==> src/inc/frac_cfg_pkg.sv <==
// Purpose: Constants and types for the fractional synthesizer output configuration bank.
// Assumes: 16-bit registers addressed by their word index.
// Notes: Field positions and reset values are shared by design and bench.
`default_nettype none
package frac_cfg_pkg;
    localparam int ADDR_W = 8;
    localparam int DATA_W = 16;
    // ------------------------------------------------------------
    // Register offsets.
    // ------------------------------------------------------------
    localparam logic [7:0] OFS_SEED_LOW = 8'h29;
    localparam logic [7:0] OFS_NUM_HIGH = 8'h2A;
    localparam logic [7:0] OFS_NUM_LOW = 8'h2B;
    localparam logic [7:0] OFS_OUT_CTRL = 8'h2C;
    localparam logic [7:0] OFS_SRC_PWR = 8'h2D;
    localparam logic [7:0] OFS_SRC_B = 8'h2E;
    localparam logic [7:0] OFS_FIXED = 8'h2F;
    // ------------------------------------------------------------
    // Reset values.
    // ------------------------------------------------------------
    localparam logic [15:0] RST_SEED_LOW = 16'h0000;
    localparam logic [15:0] RST_NUM_HIGH = 16'h0000;
    localparam logic [15:0] RST_NUM_LOW = 16'h0000;
    localparam logic [15:0] RST_OUT_CTRL = 16'h22A2;
    localparam logic [15:0] RST_SRC_PWR = 16'hC622;
    localparam logic [15:0] RST_SRC_B = 16'h07F0;
    localparam logic [15:0] RST_FIXED = 16'h0300;
    localparam logic [15:0] UNMAPPED_READ = 16'h0000;
    // ------------------------------------------------------------
    // Field positions.
    // ------------------------------------------------------------
    localparam int A_PWR_LSB = 8;
    localparam int A_PWR_MSB = 13;
    localparam int B_PD_BIT = 7;
    localparam int A_PD_BIT = 6;
    localparam int MOD_RST_BIT = 5;
    localparam int ORDER_MSB = 2;
    localparam int A_SRC_LSB = 11;
    localparam int A_SRC_MSB = 12;
    localparam int B_PWR_MSB = 5;
    localparam int B_SRC_MSB = 1;
    localparam logic [2:0] ORDER_MAX = 3'h3;
    // Modulator order codes.
    typedef enum logic [2:0] {
        ORDER_INTEGER = 3'h0,
        ORDER_FIRST = 3'h1,
        ORDER_SECOND = 3'h2,
        ORDER_THIRD = 3'h3
    } mod_order_type;
    // Bundle of analog and engine controls leaving the bank.
    typedef struct packed {
        logic [31:0] modulator_seed_low16;
        logic [31:0] frac_numerator;
        logic [5:0] first_out_drive_level;
        logic [5:0] second_out_drive_level;
        logic first_out_powerdown;
        logic second_out_powerdown;
        logic modulator_reset_low;
        logic [2:0] modulator_order;
        logic [1:0] first_out_source;
        logic [1:0] second_out_source;
    } synth_ctrl_type;
endpackage
`default_nettype wire

==> src/verilog/synth_frac_output_config_regs.sv <==
// Purpose: Register bank for seed, numerator, modulator and RF output controls.
// Assumes: Host writes documented values into reserved fields.
// Notes: Read data stands one cycle after the read strobe.
// Operation
// Seed low half feeds fractional engine start.
// Numerator upper half at 0x2A, resets zero.
// Numerator lower half at 0x2B, resets zero.
// First output drive level in bits 13:8.
// Second output drive level in bits 5:0.
// Bit 7 powers down second output, reset one.
// Bit 6 powers down first output, reset zero.
// Bit 5 active-low modulator reset, reset one.
// Bits 2:0 select order; unused codes not applied.
// Bits 12:11 pick first output source.
// Bits 1:0 pick second output source.
// Host writes 6 into bits 15:13.
// Host writes 3 into bits 10:6.
// Host writes 0x1FF into bits 15:2.
// Registers hold values; reads have no effects.
//
// Chosen here: strobed register access.
`default_nettype none
module synth_frac_output_config_regs
    import frac_cfg_pkg::*;
(
    // Clock and reset.
    input wire logic clk_in,
    input wire logic arst_n_in,
    // Register port.
    input wire logic [ADDR_W-1:0] addr_in,
    input wire logic [DATA_W-1:0] wdata_in,
    input wire logic wr_in,
    input wire logic rd_in,
    output logic [DATA_W-1:0] rdata_out,
    // Controls to the engine and the output stages.
    output synth_ctrl_type ctrl_out
);
    // ------------------------------------------------------------
    // Register storage.
    // ------------------------------------------------------------
    logic [15:0] seed_low_r, seed_low_nxt;
    logic [15:0] num_high_r, num_high_nxt;
    logic [15:0] num_low_r, num_low_nxt;
    logic [15:0] out_ctrl_r, out_ctrl_nxt;
    logic [15:0] src_pwr_r, src_pwr_nxt;
    logic [15:0] src_b_r, src_b_nxt;
    logic [15:0] fixed_r, fixed_nxt;
    logic [15:0] rdata_r, rdata_nxt;
    logic [2:0] order_r, order_nxt;

    // Write decode; a word changes only on a write to its own offset.
    always_comb begin
        seed_low_nxt = seed_low_r;
        num_high_nxt = num_high_r;
        num_low_nxt = num_low_r;
        out_ctrl_nxt = out_ctrl_r;
        src_pwr_nxt = src_pwr_r;
        src_b_nxt = src_b_r;
        fixed_nxt = fixed_r;
        if (wr_in) begin
            case (addr_in)
                OFS_SEED_LOW: seed_low_nxt = wdata_in;
                OFS_NUM_HIGH: num_high_nxt = wdata_in;
                OFS_NUM_LOW: num_low_nxt = wdata_in;
                OFS_OUT_CTRL: out_ctrl_nxt = wdata_in;
                OFS_SRC_PWR: src_pwr_nxt = wdata_in;
                OFS_SRC_B: src_b_nxt = wdata_in;
                OFS_FIXED: fixed_nxt = wdata_in;
                default: fixed_nxt = fixed_r;
            endcase
        end
    end

    // Applied order: unused codes are refused so the engine never sees them.
    // The word keeps the raw code for readback; only this copy filters it, at the cost of one cycle.
    always_comb begin
        order_nxt = order_r;
        if (out_ctrl_r[ORDER_MSB:0] <= ORDER_MAX) begin
            order_nxt = out_ctrl_r[ORDER_MSB:0];
        end
    end

    // Read mux; reads only sample, nothing else changes.
    always_comb begin
        rdata_nxt = rdata_r;
        if (rd_in) begin
            case (addr_in)
                OFS_SEED_LOW: rdata_nxt = seed_low_r;
                OFS_NUM_HIGH: rdata_nxt = num_high_r;
                OFS_NUM_LOW: rdata_nxt = num_low_r;
                OFS_OUT_CTRL: rdata_nxt = out_ctrl_r;
                OFS_SRC_PWR: rdata_nxt = src_pwr_r;
                OFS_SRC_B: rdata_nxt = src_b_r;
                OFS_FIXED: rdata_nxt = fixed_r;
                default: rdata_nxt = UNMAPPED_READ;
            endcase
        end
    end

    // Configuration words; this process only registers what the write decode chose.
    always_ff @(posedge clk_in or negedge arst_n_in) begin
        if (!arst_n_in) begin
            seed_low_r <= RST_SEED_LOW;
            num_high_r <= RST_NUM_HIGH;
            num_low_r <= RST_NUM_LOW;
            out_ctrl_r <= RST_OUT_CTRL;
            src_pwr_r <= RST_SRC_PWR;
            src_b_r <= RST_SRC_B;
            fixed_r <= RST_FIXED;
        end else begin
            seed_low_r <= seed_low_nxt;
            num_high_r <= num_high_nxt;
            num_low_r <= num_low_nxt;
            out_ctrl_r <= out_ctrl_nxt;
            src_pwr_r <= src_pwr_nxt;
            src_b_r <= src_b_nxt;
            fixed_r <= fixed_nxt;
        end
    end

    // Applied order; it resets to the second-order code so that it matches the reset word.
    always_ff @(posedge clk_in or negedge arst_n_in) begin
        if (!arst_n_in) begin
            order_r <= ORDER_SECOND;
        end else begin
            order_r <= order_nxt;
        end
    end

    // Read data; they hold until the next read strobe replaces them.
    always_ff @(posedge clk_in or negedge arst_n_in) begin
        if (!arst_n_in) begin
            rdata_r <= UNMAPPED_READ;
        end else begin
            rdata_r <= rdata_nxt;
        end
    end

    // ------------------------------------------------------------
    // Field outputs.
    // ------------------------------------------------------------
    // The upper seed half lives elsewhere, so its slots read zero here.
    always_comb begin
        ctrl_out.modulator_seed_low16 = {16'h0000, seed_low_r};
        ctrl_out.frac_numerator = {num_high_r, num_low_r};
        ctrl_out.first_out_drive_level = out_ctrl_r[A_PWR_MSB:A_PWR_LSB];
        ctrl_out.second_out_drive_level = src_pwr_r[B_PWR_MSB:0];
        ctrl_out.second_out_powerdown = out_ctrl_r[B_PD_BIT];
        ctrl_out.first_out_powerdown = out_ctrl_r[A_PD_BIT];
        ctrl_out.modulator_reset_low = out_ctrl_r[MOD_RST_BIT];
        ctrl_out.modulator_order = order_r;
        ctrl_out.first_out_source = src_pwr_r[A_SRC_MSB:A_SRC_LSB];
        ctrl_out.second_out_source = src_b_r[B_SRC_MSB:0];
    end

    // Read data leave straight from their register.
    assign rdata_out = rdata_r;

    // ------------------------------------------------------------
    // Assertions.
    // ------------------------------------------------------------
    // Each write lands in its own field at the next edge.
    property p_seed_write;
        @(posedge clk_in) disable iff (!arst_n_in)
        (wr_in && addr_in == OFS_SEED_LOW) |=> ctrl_out.modulator_seed_low16[15:0] == $past(wdata_in);
    endproperty
    a_seed_write: assert property (p_seed_write) else $error("seed write lost");
    property p_num_high;
        @(posedge clk_in) disable iff (!arst_n_in)
        (wr_in && addr_in == OFS_NUM_HIGH) |=> ctrl_out.frac_numerator[31:16] == $past(wdata_in);
    endproperty
    a_num_high: assert property (p_num_high) else $error("numerator high wrong");
    property p_num_low;
        @(posedge clk_in) disable iff (!arst_n_in)
        (wr_in && addr_in == OFS_NUM_LOW) |=> ctrl_out.frac_numerator[15:0] == $past(wdata_in);
    endproperty
    a_num_low: assert property (p_num_low) else $error("numerator low wrong");
    property p_a_pwr;
        @(posedge clk_in) disable iff (!arst_n_in)
        (wr_in && addr_in == OFS_OUT_CTRL) |=> ctrl_out.first_out_drive_level == $past(wdata_in[13:8]);
    endproperty
    a_a_pwr: assert property (p_a_pwr) else $error("first drive level wrong");
    property p_b_pwr;
        @(posedge clk_in) disable iff (!arst_n_in)
        (wr_in && addr_in == OFS_SRC_PWR) |=> ctrl_out.second_out_drive_level == $past(wdata_in[5:0]);
    endproperty
    a_b_pwr: assert property (p_b_pwr) else $error("second drive level wrong");
    property p_pd_bits;
        @(posedge clk_in) disable iff (!arst_n_in)
        (wr_in && addr_in == OFS_OUT_CTRL) |=> ctrl_out.second_out_powerdown == $past(wdata_in[7])
            && ctrl_out.first_out_powerdown == $past(wdata_in[6]) && ctrl_out.modulator_reset_low == $past(wdata_in[5]);
    endproperty
    a_pd_bits: assert property (p_pd_bits) else $error("powerdown or modulator reset wrong");
    property p_first_pd;
        @(posedge clk_in) disable iff (!arst_n_in)
        (wr_in && addr_in == OFS_OUT_CTRL) |=> ctrl_out.first_out_powerdown == $past(wdata_in[6]);
    endproperty
    a_first_pd: assert property (p_first_pd) else $error("first output powerdown wrong");
    property p_mod_reset;
        @(posedge clk_in) disable iff (!arst_n_in)
        (wr_in && addr_in == OFS_OUT_CTRL) |=> ctrl_out.modulator_reset_low == $past(wdata_in[5]);
    endproperty
    a_mod_reset: assert property (p_mod_reset) else $error("modulator reset bit wrong");

    // Order filter: legal codes arrive one edge after the word, unused codes never arrive.
    property p_order_legal;
        @(posedge clk_in) disable iff (!arst_n_in)
        ctrl_out.modulator_order <= ORDER_MAX;
    endproperty
    a_order_legal: assert property (p_order_legal) else $error("unused order applied");
    property p_order_follow;
        @(posedge clk_in) disable iff (!arst_n_in)
        (wr_in && addr_in == OFS_OUT_CTRL && wdata_in[2:0] <= ORDER_MAX)
            |=> ##1 ctrl_out.modulator_order == $past(wdata_in[2:0], 2);
    endproperty
    a_order_follow: assert property (p_order_follow) else $error("order not applied");
    property p_order_keep;
        @(posedge clk_in) disable iff (!arst_n_in)
        (wr_in && addr_in == OFS_OUT_CTRL && wdata_in[2:0] > ORDER_MAX)
            |=> ##1 $stable(ctrl_out.modulator_order);
    endproperty
    a_order_keep: assert property (p_order_keep) else $error("unused order code reached the modulator");
    property p_order_still;
        @(posedge clk_in) disable iff (!arst_n_in)
        !(wr_in && addr_in == OFS_OUT_CTRL) ##1 !(wr_in && addr_in == OFS_OUT_CTRL)
            |=> $stable(ctrl_out.modulator_order);
    endproperty
    a_order_still: assert property (p_order_still) else $error("order moved without a write");

    // Source selections.
    property p_sources;
        @(posedge clk_in) disable iff (!arst_n_in)
        (wr_in && addr_in == OFS_SRC_B) |=> ctrl_out.second_out_source == $past(wdata_in[1:0]);
    endproperty
    a_sources: assert property (p_sources) else $error("second source wrong");
    property p_src_a;
        @(posedge clk_in) disable iff (!arst_n_in)
        (wr_in && addr_in == OFS_SRC_PWR) |=> ctrl_out.first_out_source == $past(wdata_in[12:11]);
    endproperty
    a_src_a: assert property (p_src_a) else $error("first source wrong");

    // Read path: a read returns the stored word and touches nothing else.
    property p_readback;
        @(posedge clk_in) disable iff (!arst_n_in)
        (rd_in && addr_in == OFS_NUM_LOW && !wr_in) |=> rdata_out == ctrl_out.frac_numerator[15:0];
    endproperty
    a_readback: assert property (p_readback) else $error("readback mismatch");
    property p_num_high_read;
        @(posedge clk_in) disable iff (!arst_n_in)
        (rd_in && addr_in == OFS_NUM_HIGH && !wr_in) |=> rdata_out == ctrl_out.frac_numerator[31:16];
    endproperty
    a_num_high_read: assert property (p_num_high_read) else $error("numerator high readback mismatch");
    property p_seed_read;
        @(posedge clk_in) disable iff (!arst_n_in)
        (rd_in && addr_in == OFS_SEED_LOW && !wr_in) |=> rdata_out == ctrl_out.modulator_seed_low16[15:0];
    endproperty
    a_seed_read: assert property (p_seed_read) else $error("seed readback mismatch");
    property p_ctrl_read;
        @(posedge clk_in) disable iff (!arst_n_in)
        (rd_in && addr_in == OFS_OUT_CTRL && !wr_in) |=> rdata_out[13:8] == ctrl_out.first_out_drive_level;
    endproperty
    a_ctrl_read: assert property (p_ctrl_read) else $error("output control readback mismatch");
    property p_srcb_read;
        @(posedge clk_in) disable iff (!arst_n_in)
        (rd_in && addr_in == OFS_SRC_B && !wr_in) |=> rdata_out[1:0] == ctrl_out.second_out_source;
    endproperty
    a_srcb_read: assert property (p_srcb_read) else $error("second source readback mismatch");
    property p_unmapped_read;
        @(posedge clk_in) disable iff (!arst_n_in)
        (rd_in && (addr_in < OFS_SEED_LOW || addr_in > OFS_FIXED)) |=> rdata_out == UNMAPPED_READ;
    endproperty
    a_unmapped_read: assert property (p_unmapped_read) else $error("unmapped read not zero");
    property p_read_hold;
        @(posedge clk_in) disable iff (!arst_n_in)
        !rd_in |=> $stable(rdata_out);
    endproperty
    a_read_hold: assert property (p_read_hold) else $error("read data changed without a read");

    // Holding: no field moves without a write to its own word.
    property p_hold;
        @(posedge clk_in) disable iff (!arst_n_in)
        !wr_in |=> $stable(ctrl_out.frac_numerator) && $stable(ctrl_out.first_out_drive_level);
    endproperty
    a_hold: assert property (p_hold) else $error("register changed without write");
    property p_hold_rest;
        @(posedge clk_in) disable iff (!arst_n_in)
        !wr_in |=> $stable(ctrl_out.modulator_seed_low16) && $stable(ctrl_out.second_out_drive_level)
            && $stable(ctrl_out.first_out_source) && $stable(ctrl_out.second_out_source);
    endproperty
    a_hold_rest: assert property (p_hold_rest) else $error("seed, level or source changed without write");
    property p_hold_pd;
        @(posedge clk_in) disable iff (!arst_n_in)
        !wr_in |=> $stable(ctrl_out.first_out_powerdown) && $stable(ctrl_out.second_out_powerdown)
            && $stable(ctrl_out.modulator_reset_low);
    endproperty
    a_hold_pd: assert property (p_hold_pd) else $error("powerdown bit changed without write");
    property p_unmapped_write;
        @(posedge clk_in) disable iff (!arst_n_in)
        (wr_in && (addr_in < OFS_SEED_LOW || addr_in > OFS_FIXED)) |=> $stable(ctrl_out.frac_numerator)
            && $stable(ctrl_out.modulator_seed_low16) && $stable(ctrl_out.first_out_drive_level)
            && $stable(ctrl_out.second_out_drive_level) && $stable(ctrl_out.second_out_source);
    endproperty
    a_unmapped_write: assert property (p_unmapped_write) else $error("unmapped write disturbed a field");

    // Coverage of the main scenarios.
    c_num_write: cover property (@(posedge clk_in) disable iff (!arst_n_in) wr_in && addr_in == OFS_NUM_HIGH);
    c_bad_order: cover property (@(posedge clk_in) disable iff (!arst_n_in)
        wr_in && addr_in == OFS_OUT_CTRL && wdata_in[2:0] > ORDER_MAX);
    c_read_back: cover property (@(posedge clk_in) disable iff (!arst_n_in) wr_in ##1 rd_in);
    c_back_to_back: cover property (@(posedge clk_in) disable iff (!arst_n_in) wr_in ##1 wr_in);
    c_unmapped_read: cover property (@(posedge clk_in) disable iff (!arst_n_in) rd_in && addr_in > OFS_FIXED);
endmodule
`default_nettype wire
==> config.mk <==
export PLATFORM = sky130hd
export DESIGN_NAME = synth_frac_output_config_regs
export DESIGN_NICKNAME = d
export VERILOG_FILES = /design/src/inc/frac_cfg_pkg.sv /design/src/verilog/synth_frac_output_config_regs.sv
export SDC_FILE = /design/constraint.sdc
export NUM_CORES = 1
export LEC_CHECK = 0
export ABC_AREA = 1
export BUFFER_PORTS_ARGS = -buffer_cell sky130_fd_sc_hd__buf_4
export CAP_MARGIN = 10
export CORE_MARGIN = 1.5
export CORE_UTILIZATION = 40
export DETAILED_ROUTE_END_ITERATION = 16
export GPL_ROUTABILITY_DRIVEN = 0
export GPL_TIMING_DRIVEN = 0
export PLACE_DENSITY = 0.65
export SLEW_MARGIN = 20
export SYNTH_ARGS = -nofsm -noshare
export SYNTH_HDL_FRONTEND = slang
export SYNTH_SLANG_ARGS = --single-unit
==> constraint.sdc <==
create_clock -name clk_in -period 2 [get_ports clk_in]
set_input_delay 0.2 -clock clk_in [delete_from_list [all_inputs] [get_ports clk_in]]
set_output_delay 0.2 -clock clk_in [all_outputs]
set_load 0.02 [all_outputs]
==> results.tsv, run 1 <==
stage	metric	value	unit
timing	grt_setup_unrepaired	no	
placement	postPlaceCellArea	0.007757	sq mm
logic_synthesis	synth_area	0.006555	sq mm
critical_path	slowest_stage	dfstp_2	
timing	worstMarginPinSlew	0.5176	ns
drt	drt_pre_antenna_iters	6	
logic_synthesis	syn_area_per_cell	8.625	sq um
floorplan	die_x	131.0	um
critical_path	max_stage_delay	0.57	ns
clock_tree	clock_latency	0.43	ns
min_path	hp-class	primary input to register	
power_and_ir_drop	p_per_area	803.9	mW/mm^2
placement	port_buffers	112	
cells_and_area	drive_above_1_share	0.2828	
grt	grt_remaining_overflow	0	
clock_tree	cts-root-buf	clkbuf_16	
drt	drtIter0Drc	567	
cells_and_area	final_common_cell	nand2_1	
timing	tns	0	ns
cells_and_area	antenna_cells	0	
clock_tree	clk_pin_slew	0.06	ns
critical_path	path_cells	buf_4, buf_4	
critical_path	cpLargestDelayFamily	flip-flops	
cells_and_area	fin_area	0.008447	sq mm
timing	skew	0.005623	ns
logic_synthesis	ys_warn_count	0	
critical_path	timing.critical_path.mode_cell	buf_4	
timing	setup_viol	0	
timing	setup_slack	0.5702	ns
grt	grt_use_total	0.2247	
critical_path	worstPathRequired	1.80	ns
critical_path	startpoint_type	register	
timing	fin_crit	1.430	ns
power_and_ir_drop	irDropWorstVdd	0.5639	mV
floorplan	dieArea	0.01716	sq mm
grt	grt_start_max_net_pins	67	
floorplan	io-pin-count	130	
floorplan	core_area	0.01594	sq mm
drt	wl_per_cell	15.99	um
timing	finalHoldViolations	0	
run_status	status	finished clean	
logic_synthesis	synth_seq_cells	131	
cells_and_area	most-common-layout-cells	nand2_1 (230), buf_4 (160), dfrtp_1 (110)	
critical_path	crit_path_end_kind	primary output	
drt	drtAntennaViolNets	0	
grt	grt_pass1_wl	28.58	mm
placement	dp_worst_setup_slack	0.4739	ns
floorplan	start_util	0.4112	
floorplan	die_h	131.0	um
flow_run	drv_cap	0	
logic_synthesis	synthCells	760	
drt	drc	0	
cells_and_area	num-fill-cells	1526	
timing	fmax	699.4	MHz
timing	fin_crit_sh	0.7149	
power_and_ir_drop	p_leak	4.436	nW
drt	drt_wl_total	18.33	mm
grt	grt_pass1_vias	5228	
timing	slew_headroom	0.6550	
critical_path	crit_fanout	3	
placement	dp_hpwl	13.28	mm
logic_synthesis	synth.distinct_cells	23	
clock_tree	cts_tree	done	
cells_and_area	final_nets	945	
clock_tree	cts_buffers	17	
clock_tree	cts-htree-levels	4	
clock_tree	cts_post_setup_buffers_inserted	0	
logic_synthesis	yosysSeqAreaShare	0.5041	
floorplan	rows	46	
drt	viasPerCell	4.862	
critical_path	arrival	1.23	ns
critical_path	worstSetupPathType	register to primary output	
timing	maxSlewViolCount	0	
cells_and_area	area_growth	28.86	%
clock_tree	clk_path_buf_depth	2	
grt	antenna_found_initial	0	
critical_path	path_buf_inv	2	
critical_path	r2r_slack	0.80	ns
drt	vias	5572	
clock_tree	cts.sinks	131	
==> worst min-delay path: stages <==
cell     delay (ns)
buf_4          0.09
nand2_1        0.05
o21ai_1        0.06
==> cell families (layout without fill, tap and decap cells) <==
group	count (synthesis)	count (layout)	share of synthesized area
muxes	2	2	0.003436
AOI/OAI and AO/OA	112	112	0.1038
and+or+nand+nor	396	396	0.2735
DFF	131	131	0.5041
other	1	16	0.0005721
buffers and inverters	118	273	0.1145
==> power by group <==
group          switching, W  internal (W)
Sequential         0.000116       0.00283
Combinational      0.000432      0.000325
Clock               0.00114       0.00195
==> final cells by class <==
class                           count  area (sq um)  area share
Buffer                             77         594.3     0.07036
Clock inverter                     10         105.1     0.01244
Multi-Input combinational cell    526          2556      0.3026
Tap cell                          216         270.3     0.03200
Clock buffer                       22         484.2     0.05732
Inverter                           41         156.4     0.01852
Timing Repair Buffer              123         975.9      0.1155
Sequential cell                   131          3304      0.3912
==> cells in the mapped netlist <==
| library cell | count | area (sq um) |
|---|---|---|
| nand2_2 | 3 | 18.77 |
| inv_4 | 1 | 6.260 |
| nand2_4 | 4 | 45.04 |
| o21ai_1 | 10 | 50.05 |
| nand2_1 | 230 | 863.3 |
| mux2_2 | 2 | 22.52 |
| conb_1 | 1 | 3.750 |
| dfstp_2 | 21 | 551.8 |
| nor2_8 | 2 | 40.04 |
| nor2_4 | 10 | 112.6 |
| o21ai_0 | 54 | 270.3 |
| buf_4 | 49 | 367.9 |
| o21a_1 | 48 | 360.4 |
| clkbuf_2 | 1 | 5.000 |
| clkbuf_1 | 4 | 15.01 |
| inv_1 | 40 | 150.1 |
| buf_8 | 1 | 15.01 |
| buf_6 | 13 | 146.4 |
| buf_2 | 9 | 45.04 |
| nand3_4 | 3 | 52.55 |
| nor2_1 | 48 | 180.2 |
| dfrtp_1 | 110 | 2753 |
| nand3_1 | 96 | 480.5 |
==> worst paths after layout <==
| check | startpoint | endpoint | cells past startpoint |
|---|---|---|---|
| hold reg to reg | order_r[2] | order_r[2] | 2 |
| setup reg to reg | num_low_r[3] | rdata_out[3] | 6 |
| setup / recovery | src_pwr_r[5] | ctrl_out[15] | 2 |
| min in group asynchronous | arst_n_in | num_low_r[2] | 2 |
| hold / removal | wdata_in[1] | num_high_r[1] | 3 |
| max in group asynchronous | arst_n_in | src_pwr_r[9] | 3 |
==> sequential cells by signal, summed over array words and instances, names as in the netlist <==
| register | count |
|---|---|
| seed_low_r | 16 |
| num_low_r | 16 |
| fixed_r | 16 |
| rdata_out | 16 |
| src_pwr_r | 16 |
| order_r | 3 |
| src_b_r | 16 |
| num_high_r | 16 |
| out_ctrl_r | 16 |
==> per-layer routing <==
layer,share of wire,global-route usage
met4,0.019,0.08274
met2,0.46,0.3492
met5,0,0
met1,0.46,0.3139
met3,0.058,0.04112
==> stage by stage <==
| stage | hold slack [ns] | power, W | utilization | instances |
|---|---|---|---|---|
| after detailed placement | 0.1822 | 0.003737 | 0.4866 | 1104 |
| after CTS | 0.0004444 | 0.006840 | 0.5298 | 1146 |
| after global placement | 0.4268 | 0.003719 | 0.4844 | 1103 |
| final | 0.01209 | 0.006790 | 0.5298 | 1146 |
| after floorplan | -0.09559 | 0.003384 | - | 775 |
| after global routing | 0.02005 | 0.007019 | 0.5298 | 1146 |
==> timing repair <==
action                    4_1_cts  5_1_grt
hold endpoints to repair       69        0
resized for setup               0        0
hold buffers                   10        0
(Power assumes the default switching activity.)
==> inputs of run 2 (changes only) <==
- PLACE_DENSITY: 0.65 -> 0.67
- clock period: 2 -> 1.22 ns (I/O delays scaled with it)
==> results.tsv, run 2 (synthesis gave the netlist of run 1 again) <==
stage	metric	value	unit
power_and_ir_drop	irDropWorstVdd	0.9767	mV
placement	dp.cells	1104	
clock_tree	cts-root-buf	clkbuf_16	
drt	drc	0	
grt	grt_start_max_net_pins	72	
timing	grt_setup_unrepaired	yes	
min_path	whs_endpoint	rdata_out[0]	
timing	tns	-0.007075	ns
run_status	violations	negative setup slack	
placement	dp_hpwl	13.16	mm
critical_path	slowest_stage	dfstp_2	
timing	finalHoldViolations	0	
critical_path	worstSetupPathType	register to primary output	
timing	fmax	814.9	MHz
flow_run	drv_cap	0	
power_and_ir_drop	p_per_area	1280	mW/mm^2
floorplan	dieArea	0.01716	sq mm
cells_and_area	utilization	0.5438	
floorplan	rows	46	
critical_path	r2r_slack	0.09	ns
floorplan	die_h	131.0	um
clock_tree	clk_path_buf_depth	2	
clock_tree	clock_latency	0.42	ns
power_and_ir_drop	p_leak	4.521	nW
floorplan	io-pin-count	130	
clock_tree	cts-htree-levels	4	
drt	wl_per_cell	16.16	um
floorplan	die_x	131.0	um
critical_path	crit_path_end_kind	primary output	
clock_tree	clk_pin_slew	0.06	ns
drt	drtIter0Drc	597	
cells_and_area	final_nets	964	
drt	vias	5751	
cells_and_area	final_common_cell	nand2_1	
floorplan	core_area	0.01594	sq mm
placement	port_buffers	112	
cells_and_area	final-instance-count-excl-fill	1165	
critical_path	path_cells	buf_6	
power_and_ir_drop	power_frac_clock	0.443	
cells_and_area	area_growth	32.26	%
power_and_ir_drop	p_sw	0.002897	W
clock_tree	cts_tree	done	
timing	fin_crit	1.227	ns
clock_tree	cts.sinks	131	
critical_path	cpLargestDelayFamily	flip-flops	
cells_and_area	drive_above_1_share	0.2919	
critical_path	worstRegToRegCells	8	
critical_path	crit_fanout	3	
power_and_ir_drop	power_frac_seq	0.435	
critical_path	worstPathRequired	1.10	ns
clock_tree	cts_buffers	17	
drt	drt_wl_total	18.82	mm
grt	grt_pass1_vias	5287	
critical_path	max_stage_delay	0.56	ns
min_path	min_from	rd_in	
grt	antenna_found_initial	0	
critical_path	arrival	1.11	ns
drt	drtAntennaViolNets	0	
critical_path	r2r_end	rdata_out[8]	
timing	fin_crit_sh	1.006	
drt	viasPerCell	4.936	
cells_and_area	antenna_cells	0	
critical_path	startpoint_type	register	
placement	dp_worst_setup_slack	-0.2197	ns
drt	drt_pre_antenna_iters	5	
critical_path	path_buf_inv	1	
critical_path	r2r-start	out_ctrl_r[8]	
run_status	status	finished, violations left	
timing	setup_slack	-0.007075	ns
timing	maxSlewViolCount	0	
floorplan	start_util	0.4112	
power_and_ir_drop	power.share.combinational	0.122	
cells_and_area	num-fill-cells	1481	
timing	skew	0.007640	ns
grt	grt_pass1_wl	28.79	mm
cells_and_area	most-common-layout-cells	nand2_1 (230), buf_4 (152), dfrtp_1 (110)	
power_and_ir_drop	p_int	0.008202	W
grt	grt_remaining_overflow	0	
min_path	holdPathStages	3	
grt	grt_use_total	0.2240	
min_path	hp-class	primary input to register	
power_and_ir_drop	p_sw_frac	0.2610	
timing	setup_viol	1	
-- run 2: layout make-up --
cell class                      count  area, sq um  area share
Sequential cell                   131         3304      0.3812
Multi-Input combinational cell    526         2559      0.2951
Timing Repair Buffer              148         1252      0.1445
Buffer                             71        553.0     0.06379
Clock buffer                       20        466.7     0.05383
Tap cell                          216        270.3     0.03117
Inverter                           41        156.4     0.01804
Clock inverter                     12        107.6     0.01241
-- run 2: metrics by stage --
step / total power (W) / cell area, sq um / hold slack (ns)
after floorplan: 0.005548 / 6611 / -0.1736
after global placement: 0.006095 / 7722 / 0.3470
after detailed placement: 0.006130 / 7757 / 0.08545
after CTS: 0.01111 / 8626 / 0.04575
after global routing: 0.01147 / 8670 / 0.05410
final: 0.01110 / 8670 / 0.04454
-- run 2: power by group through the flow --
stage	clock [W]	combinational, W	sequential [W]
after floorplan	0	0.000577	0.00497
after CTS	0.00495	0.00134	0.00482
after detailed placement	0	0.00122	0.00491
final	0.00492	0.00135	0.00483
after global routing	0.00514	0.00147	0.00485
after global placement	0	0.00119	0.00490
-- run 2: worst max path at each step --
| stage | end | cells after the start | from | slack (ns) |
|---|---|---|---|---|
| 5_1_grt | ctrl_out[15] | 1 | src_pwr_r[5] | -0.02 |
| 2_1_floorplan | src_pwr_r[11] | 9 | addr_in[4] | 0.08 |
| 6_report | ctrl_out[15] | 1 | src_pwr_r[5] | -0.007 |
| 3_5_place_dp | num_low_r[7] | 8 | addr_in[4] | -0.22 |
| 3_3_place_gp | rdata_out[9] | 1 | arst_n_in | -0.49 |
| 4_1_cts | ctrl_out[15] | 1 | src_pwr_r[5] | -0.02 |
-- run 2: timing repair --
| item | 4_1_cts | 5_1_grt |
|---|---|---|
| endpoints found under the setup margin | 20 | 12 |
| hold buffers | 17 | 0 |
| setup buffers | 17 | 1 |
| gates resized for setup | 11 | 10 |
| hold endpoints to repair | 76 | 0 |
-- run 2: routing by layer --
layer / GRT usage / vias to the layer above / routed length, um
met5: 0 / - / 0
met4: 0.06787 / 0 / 298
met3: 0.04316 / 25 / 1273
met2: 0.3551 / 230 / 8976
met1: 0.3116 / 2743 / 8274
li1: - / 2753 / -
